<file path="src/hw/line_feed_defines.svh">
// offsets, field positions, reset values for the line-feed voltage registers
`ifndef LINE_FEED_DEFINES_SVH
`define LINE_FEED_DEFINES_SVH

`define ONHOOK_LINE_VOLTAGE_ADDR 8'h48
`define COMMON_MODE_VOLTAGE_ADDR 8'h49
`define HIGH_BATTERY_VOLTAGE_ADDR 8'h4A
`define LOW_BATTERY_VOLTAGE_ADDR 8'h4B
`define POWER_PROBE_SELECT_ADDR 8'h4C
`define POWER_PROBE_RESULT_ADDR 8'h4D
`define LINE_CONTROL_ADDR 8'h4E

`define ONHOOK_LINE_VOLTAGE_RESET 8'h20
`define COMMON_MODE_VOLTAGE_RESET 8'h02
`define HIGH_BATTERY_VOLTAGE_RESET 8'h32
`define LOW_BATTERY_VOLTAGE_RESET 8'h10
`define POWER_PROBE_SELECT_RESET 8'h00
`define LINE_CONTROL_RESET 8'h00

`define IDLE_POLARITY_BIT 6
`define LEVEL_MASK 8'h3F
`define ONHOOK_MASK 8'h7F
`define POINTER_MASK 8'h07
`define CONTROL_MASK 8'h01
`define MANUAL_DIFF_BIT 0

`define PROBE_COUNT 6
`define PROBE_LAST 3'h5

`endif

</file>
<file path="src/hw/line_feed_pkg.sv">
// types for the line-feed voltage register group
package line_feed_pkg;

    typedef struct packed {
        logic [7:0] addr;
        logic [7:0] wdata;
        logic wr;
        logic rd;
    } bus_req_type;

    typedef struct packed {
        logic idle_polarity_sel;
        logic [5:0] differential_level;
        logic manual_differential_ctl;
        logic [5:0] tip_level;
        logic [5:0] ring_level;
        logic [5:0] high_supply_target;
        logic [5:0] low_supply_target;
        logic [2:0] power_probe_pointer;
        logic probe_valid;
    } line_ctl_type;

    typedef struct packed {
        logic [7:0] onhook;
        logic [7:0] common_mode;
        logic [7:0] high_battery;
        logic [7:0] low_battery;
        logic [7:0] probe_select;
        logic [7:0] control;
        logic [7:0] probe_result;
        logic [7:0] rdata;
        line_ctl_type ctl;
    } state_type;

endpackage

</file>
<file path="src/hw/line_feed_voltage_config_regs.sv">
// register group holding line-feed voltage targets and the power probe pointer
`timescale 1ns/10ps
`include "line_feed_defines.svh"

// ----------------------------------------------------------------------------
// Notes on behaviour
// [RQ1] on-hook bit 6 picks idle polarity: 0 positive, 1 negative TIP minus RING
// [RQ2] six-bit open-circuit code, 1.5 V per step, 0 to 94.5 V
// [RQ3] on-hook register reads 0x20 after reset, 48 V positive
// [RQ4] common-mode code drives TIP in forward states, RING in reverse states
// [RQ5] common-mode code 0 to -94.5 V in 1.5 V steps, default -3 V
// [RQ6] high battery code 0 to -94.5 V, resets to 0x32, -75 V
// [RQ7] low battery code 0 to -94.5 V, default -24 V
// [RQ8] software keeps high battery magnitude at or above low battery
// [RQ9] battery-selection variant: software matches low code to external rail
// [RQ10] three-bit pointer codes 0 to 5 pick transistors one to six; 6, 7 undefined
// [RQ11] result register reports the selected transistor; pointer resets to zero
// [RQ12] manual differential bit forces line voltage to follow open-circuit code
// [RQ13] result scale 30.4 mW per step for transistors one, two, five, six
// [RQ14] reserved bits read zero, writes to them have no effect
// ----------------------------------------------------------------------------

module line_feed_voltage_config_regs (
    // clock and reset
    input wire logic clk_sys,
    input wire logic rstn,
    input wire logic clk_en,
    // register port
    input wire logic [7:0] reg_addr,
    input wire logic [7:0] reg_wdata,
    input wire logic reg_wr,
    input wire logic reg_rd,
    output logic [7:0] reg_rdata,
    // line state from the feed controller
    input wire logic reverse_feed,
    input wire logic [5:0] auto_differential_level,
    // per-transistor power readings from the monitor, one byte each
    input wire logic [8*`PROBE_COUNT-1:0] probe_power_all,
    // line-feed control outputs
    output line_feed_pkg::line_ctl_type line_ctl
);
    import line_feed_pkg::*;

    state_type state;
    state_type next_state;

    // ------------------------------------------------------------------------
    // helpers
    // ------------------------------------------------------------------------
    function automatic logic [7:0] pick_probe(input logic [8*`PROBE_COUNT-1:0] all,
                                              input logic [2:0] ptr);
        logic [7:0] result;
        result = 8'h00;
        if (ptr <= `PROBE_LAST) begin
            result = all[8*ptr +: 8];
        end
        return result;
    endfunction

    // the feed's two sides are both sampled once per cycle, so no extra stage is
    // needed: both inputs come from logic on clk_sys
    // ------------------------------------------------------------------------
    // next state
    // ------------------------------------------------------------------------
    always_comb begin
        next_state = state;
        if (reg_wr) begin
            unique case (reg_addr)
                `ONHOOK_LINE_VOLTAGE_ADDR: begin
                    next_state.onhook = reg_wdata & `ONHOOK_MASK; // RQ14
                end
                `COMMON_MODE_VOLTAGE_ADDR: begin
                    next_state.common_mode = reg_wdata & `LEVEL_MASK; // RQ14
                end
                `HIGH_BATTERY_VOLTAGE_ADDR: begin
                    next_state.high_battery = reg_wdata & `LEVEL_MASK; // RQ14
                end
                `LOW_BATTERY_VOLTAGE_ADDR: begin
                    next_state.low_battery = reg_wdata & `LEVEL_MASK; // RQ14
                end
                `POWER_PROBE_SELECT_ADDR: begin
                    next_state.probe_select = reg_wdata & `POINTER_MASK; // RQ14
                end
                `LINE_CONTROL_ADDR: begin
                    next_state.control = reg_wdata & `CONTROL_MASK; // RQ14
                end
                default: begin
                end
            endcase
        end

        // result follows the pointer as it stands, refreshed every cycle
        next_state.probe_result = pick_probe(probe_power_all, state.probe_select[2:0]); // RQ11

        next_state.rdata = 8'h00;
        if (reg_rd) begin
            unique case (reg_addr)
                `ONHOOK_LINE_VOLTAGE_ADDR: next_state.rdata = state.onhook;
                `COMMON_MODE_VOLTAGE_ADDR: next_state.rdata = state.common_mode;
                `HIGH_BATTERY_VOLTAGE_ADDR: next_state.rdata = state.high_battery;
                `LOW_BATTERY_VOLTAGE_ADDR: next_state.rdata = state.low_battery;
                `POWER_PROBE_SELECT_ADDR: next_state.rdata = state.probe_select;
                `POWER_PROBE_RESULT_ADDR: next_state.rdata = state.probe_result; // RQ11 RQ13
                `LINE_CONTROL_ADDR: next_state.rdata = state.control;
                default: next_state.rdata = 8'h00;
            endcase
        end

        // outputs are built from the registered copies, so they lag a write by two cycles
        next_state.ctl.idle_polarity_sel = state.onhook[`IDLE_POLARITY_BIT]; // RQ1
        next_state.ctl.manual_differential_ctl = state.control[`MANUAL_DIFF_BIT];
        if (state.control[`MANUAL_DIFF_BIT]) begin
            next_state.ctl.differential_level = state.onhook[5:0]; // RQ12 RQ2
        end else begin
            next_state.ctl.differential_level = auto_differential_level;
        end
        // the idle side not carrying the common-mode level is left at code zero
        if (reverse_feed) begin
            next_state.ctl.tip_level = 6'h00;
            next_state.ctl.ring_level = state.common_mode[5:0]; // RQ4 RQ5
        end else begin
            next_state.ctl.tip_level = state.common_mode[5:0]; // RQ4 RQ5
            next_state.ctl.ring_level = 6'h00;
        end
        // ordering of the two targets is software's duty; not clamped here
        next_state.ctl.high_supply_target = state.high_battery[5:0]; // RQ6 RQ8
        next_state.ctl.low_supply_target = state.low_battery[5:0]; // RQ7 RQ9
        next_state.ctl.power_probe_pointer = state.probe_select[2:0]; // RQ10
        next_state.ctl.probe_valid = (state.probe_select[2:0] <= `PROBE_LAST); // RQ10
    end

    // ------------------------------------------------------------------------
    // state register
    // ------------------------------------------------------------------------
    always_ff @(posedge clk_sys) begin
        if (!rstn) begin
            state <= '0;
            state.onhook <= `ONHOOK_LINE_VOLTAGE_RESET; // RQ3
            state.common_mode <= `COMMON_MODE_VOLTAGE_RESET; // RQ5
            state.high_battery <= `HIGH_BATTERY_VOLTAGE_RESET; // RQ6
            state.low_battery <= `LOW_BATTERY_VOLTAGE_RESET; // RQ7
            state.probe_select <= `POWER_PROBE_SELECT_RESET; // RQ11
            state.control <= `LINE_CONTROL_RESET;
            // pointer resets to the first transistor, so the select is already valid
            state.ctl.probe_valid <= 1'b1; // RQ10 RQ11
        end else if (clk_en) begin
            state <= next_state;
        end
    end

    assign reg_rdata = state.rdata;
    assign line_ctl = state.ctl;

endmodule
</file>
<file path="config.mk">
export PLATFORM = sky130hd
export DESIGN_NAME = line_feed_voltage_config_regs
export DESIGN_NICKNAME = d
export VERILOG_FILES = /design/src/hw/line_feed_pkg.sv /design/src/hw/line_feed_voltage_config_regs.sv
export VERILOG_INCLUDE_DIRS = /design/src /design/src/hw
export SDC_FILE = /design/constraint.sdc
export NUM_CORES = 1
export LEC_CHECK = 0
export BUFFER_PORTS_ARGS = -buffer_cell sky130_fd_sc_hd__buf_2
export CAP_MARGIN = 20
export CORE_UTILIZATION = 39
export DETAILED_ROUTE_END_ITERATION = 7
export GPL_TIMING_DRIVEN = 0
export SETUP_SLACK_MARGIN = 0.1
export SLEW_MARGIN = 25
export SYNTH_ARGS = -nofsm -noshare
export SYNTH_HDL_FRONTEND = slang
export SYNTH_SLANG_ARGS = --single-unit
</file>
<file path="constraint.sdc">
create_clock -name clk_sys -period 5.3 [get_ports clk_sys]
set_input_delay 1.06 -clock clk_sys [delete_from_list [all_inputs] [get_ports clk_sys]]
set_output_delay 1.06 -clock clk_sys [all_outputs]
set_load 0.01 [all_outputs]
</file>
; ---- Word level (Yosys, flattened, before mapping)
; Index checks and enable logic that the tools add are counted.
[totals]
reg_bits = 81
inputBits = 76
output_inout_bits = 44
[op_classes]
n_lt_le_gt_ge = 1
n_eq_ne = 7
shift = 1
mux = 5
n_reduce_logical = 6
[op_table]
columns = operator, n
row1 = $eq A8 B7 Y1 const B, 7
row2 = $pmux W8 S7, 1
row3 = $shiftx A48 B7 Y8, 1
row4 = $reduce_and A3 Y1, 6
row5 = $mux W8, 2
row6 = $mux W12, 1
row7 = $mux W6, 1
row8 = $le A3 B3 Y1 const B, 1

; ---- Logic depth before layout (Yosys ltp)
[depth]
word_depth = 3
depth_mapped = 6
ltp_nobuf = 4

; ---- Worst setup path before layout
; OpenSTA, ideal clock, no wires.
[synth_path]
path_type = input port to flip-flop
start = input port reg_addr[5]
end = register state[97] in the netlist's numbering
setup_ns = 0.129
t_arrival_ns = 2.535
required_ns = 5.171
path_slack_ns = 2.636
stages = 5
cell_sequence = or4b_4 buf_6 nor4_4 mux2i_1 nand2_1
[synth_via]
elab_chain_cells = 2
[synth_rtl]
columns = item, line
row1 = start: declaration, line_feed_voltage_config_regs.sv:29  ; input wire logic [7:0] reg_addr,
row2 = $eq A8 B7 Y1, line_feed_voltage_config_regs.sv:68  ; unique case (reg_addr)
row3 = $reduce_and A3 Y1 (no source line), n/a
row4 = end signal: assignment, line_feed_voltage_config_regs.sv:147  ; state <= next_state;
row5 = end: declaration, line_feed_voltage_config_regs.sv:44  ; state_type state;
; No other way between the ends.
; A chain may end at the register's enable or synchronous reset.

; ---- Worst setup path after layout
; Same ends and word-level chain as after synthesis.

==> impl_metrics.tcl <==
set metrics [dict create \
    die_x_um 106.9 \
    final_area_sq_um 5239 \
    grt.total_usage 0.1969 \
    whs_ns 0.4830 \
    die-area_sq_um 11430 \
    grt_pass1_wl_um 17250 \
    synth_top_area_share 0.3778 \
    synth_xor_xnor_area_share 0 \
    vias 3476 \
    place_congestion 0.8738 \
    fp.coreArea_sq_um 10510 \
    first_global_vias 3343 \
    slowest_delay_ns 0.64 \
    antenna_found_initial 0 \
    drt-initial-drc-count 169 \
    hold_violations 0 \
    place_inst 694 \
    place_hpwl_um 8412 \
    io_pins 120 \
    critical_path_required_ns 5.54 \
    vdd_drop_max_v 0.0001020 \
    slew_viol_final 0 \
    ys_warn_count 0 \
    status "finished clean" \
    power_w 0.001215 \
    rrSetupSlack_ns 3.38 \
    syn_to_final_growth_pct 22.07 \
    h-tree-depth 3 \
    clock_latency_ns 0.37 \
    fin_worst_skew_ns 0.008987 \
    final_nets 645 \
    synth-compound-area-share 0.1029 \
    slew_headroom 0.5346 \
    critical_path.top_delay_family "simple AND/OR/NAND/NOR gates" \
    grt-ovfl-total 0 \
    portBuffers 116 \
    cellLeakagePower_nw 2.168 \
    cts-root-buf "clkbuf_8" \
    post_cts_buffers 0 \
    drtAntennaViolNets 0 \
    syn_nets 518 \
    start_util 0.4084 \
    max_slew.worst_pin.slew_ns 0.6928 \
    drv_cap 0 \
    grt_max_degree 14 \
    drive_gt1_frac 0.3415 \
    synthMuxAreaShare 0.2120 \
    tns_ns 0 \
    synth.distinct_cells 39 \
    synth_seq_cells 81 \
    synthArstFlopShare 0 \
    met3_usage 0.03891 \
    power.density_nw_per_um2 231.9 \
    die_y_um 106.9 \
    end_kind "flop" \
    rows 37 \
    use_met1 0.2690 \
    rsz0062_at_grt "false" \
    cts.sinks 81 \
    met2_usage 0.3134 \
    synth_simple_gate_area_share 0.1959 \
    setup_viol 0 \
    numCtsBuffers 9 \
    grt_busiest_layer "met2" \
    critPathMaxFanout 9 \
    cp_cell_sequence "buf_2 -> or4b_4 -> buf_6 -> nor4_4 -> mux2i_1 -> nand2_1" \
    syn_area_sq_um 4292 \
    syn_inst 442 \
    synth_adder_area_share 0 \
    drc 0 \
    fin_crit_ns 2.571 \
    crit_slowest_cell "nor4_4" \
    n_fill_cell 1002 \
    wl_um 10890 \
    cts_hold_buf 0 \
    clk_pin_slew_ns 0.08 \
    cts_tree "yes" \
    ys_seq_area_frac 0.3778 \
    start_kind "input port" \
    hp-class "flop to flop" \
    synth.largest_area_cell "dfxtp_1" \
    cts_resized 0 \
    fmax_mhz 388.9 \
    synth_top_family_by_area "multiplexers" \
    arrival_ns 2.81 \
    dominantRegCellSynth "dfxtp_1" \
    placed_area_sq_um 5042 \
    synth_edf_count 0 \
    fin_crit_sh 0.4851 \
    routedWlPerCell_um 15.34 \
    worstSetupPathType "input port to flop" \
    drtPass1Iterations 4 \
    vias_per_cell 4.896 \
    crit_buf_inv 2 \
    ctsLongestPathBuffers 2 \
    avgSynthCellArea_sq_um 9.710 \
    finalNonFillerCells 710 \
    diodes 0 \
    synthTopCellsByArea "dfxtp_1, mux2i_1, nor2b_1" \
]
worst paths after layout:
path	to	depth (start not counted)	from
worst min-delay path	line_ctl[21]	2	line_ctl[21]
worst max register to register	state[44]	6	next_state[1]
worst max-delay path	state[97]	6	reg_addr[5]
worst min register to register	line_ctl[21]	2	line_ctl[21]
report_power, final:
part           switching, W  internal [W]
combinational     0.0000677     0.0000668
sequential       0.00000616      0.000618
clock              0.000227      0.000229
total              0.000301      0.000914
logic make-up (layout without fill, tap and decap cells):
logic type	after synthesis	in the layout
multiplexers	78	78
buffers and inverters	81	213
flip-flops	81	81
AO/OA/AOI/OAI	65	65
AND/OR/NAND/NOR	137	137
cells in the final DEF, fill, tap and decap left out, drive strengths merged:
master	Yosys	layout
buf	52	168
dfxtp	81	81
mux2i	65	65
nor2b	54	54
clkbuf	22	33
nand2	24	24
o21ai	15	15
a21boi	15	15
nor2	11	11
nand2b	10	10
mux4	10	10
a21oi	9	9
nand3	9	9
inv	7	7
and2	7	7
nor3	6	6
o211a	6	6
o22ai	6	6
a22oi	5	5
nand3b	4	4
nor4	4	4
nor3b	3	3
mux2	3	3
o22a	2	2
a211oi	2	2
clkinvlp	0	2
clkinv	0	2
nor4b	2	2
or4b	1	1
nand4b	1	1
o21a	1	1
a31oi	1	1
a32o	1	1
a2bb2oi	1	1
and3	1	1
o2bb2ai	1	1
bufinv	0	1
synthesized netlist by cell type (all sizes together), types with 5 or more instances:
library cell  number
nand2b            10
o211a              6
nand2             24
a21boi            15
and2               7
a22oi              5
nor2b             54
mux4              10
dfxtp             81
inv                7
clkbuf            22
o22ai              6
o21ai             15
buf               52
mux2i             65
nand3              9
nor2              11
nor3               6
a21oi              9
worst register-to-register path: cells and delay by family (launching register included):
family	cells	cell delay [ns]
buf+inv	2	0.89
flops	1	0.31
mux	1	0.27
compound gates	2	0.26
simple gates	1	0.08
sequential cells by signal (all words and copies together), names as in the netlist:
name	cells
reg_rdata	8
state	20
next_state	17
line_ctl	36
layer usage:
| metal | wire length [um] | part of all wire | vias up |
|---|---|---|---|
| li1 | - | - | 1747 |
| met1 | 5180 | 0.48 | 1603 |
| met2 | 4913 | 0.45 | 107 |
| met3 | 604 | 0.055 | 19 |
| met4 | 192 | 0.018 | 0 |
| met5 | 0 | 0 | - |
cell type report:
cell class / instances / area (sq um) / area share
timing repair buffer: 116 / 580.6 / 0.1108
sequential: 81 / 1622 / 0.3095
tap: 136 / 170.2 / 0.03248
clock inverter: 5 / 55.05 / 0.01051
buffer: 74 / 451.7 / 0.08622
inverter: 7 / 26.28 / 0.005016
multi-input combinational: 280 / 2192 / 0.4184
clock buffer: 11 / 141.4 / 0.02699
through the flow:
stage          setup slack (ns)    util
2_1_floorplan             2.636       -
3_3_place_gp              2.347  0.4798
3_5_place_dp              2.329  0.4798
4_1_cts                   2.731  0.4985
5_1_grt                   2.546  0.4985
6_report                  2.729  0.4985
Note: power is estimated with default switching activity, not from simulation.
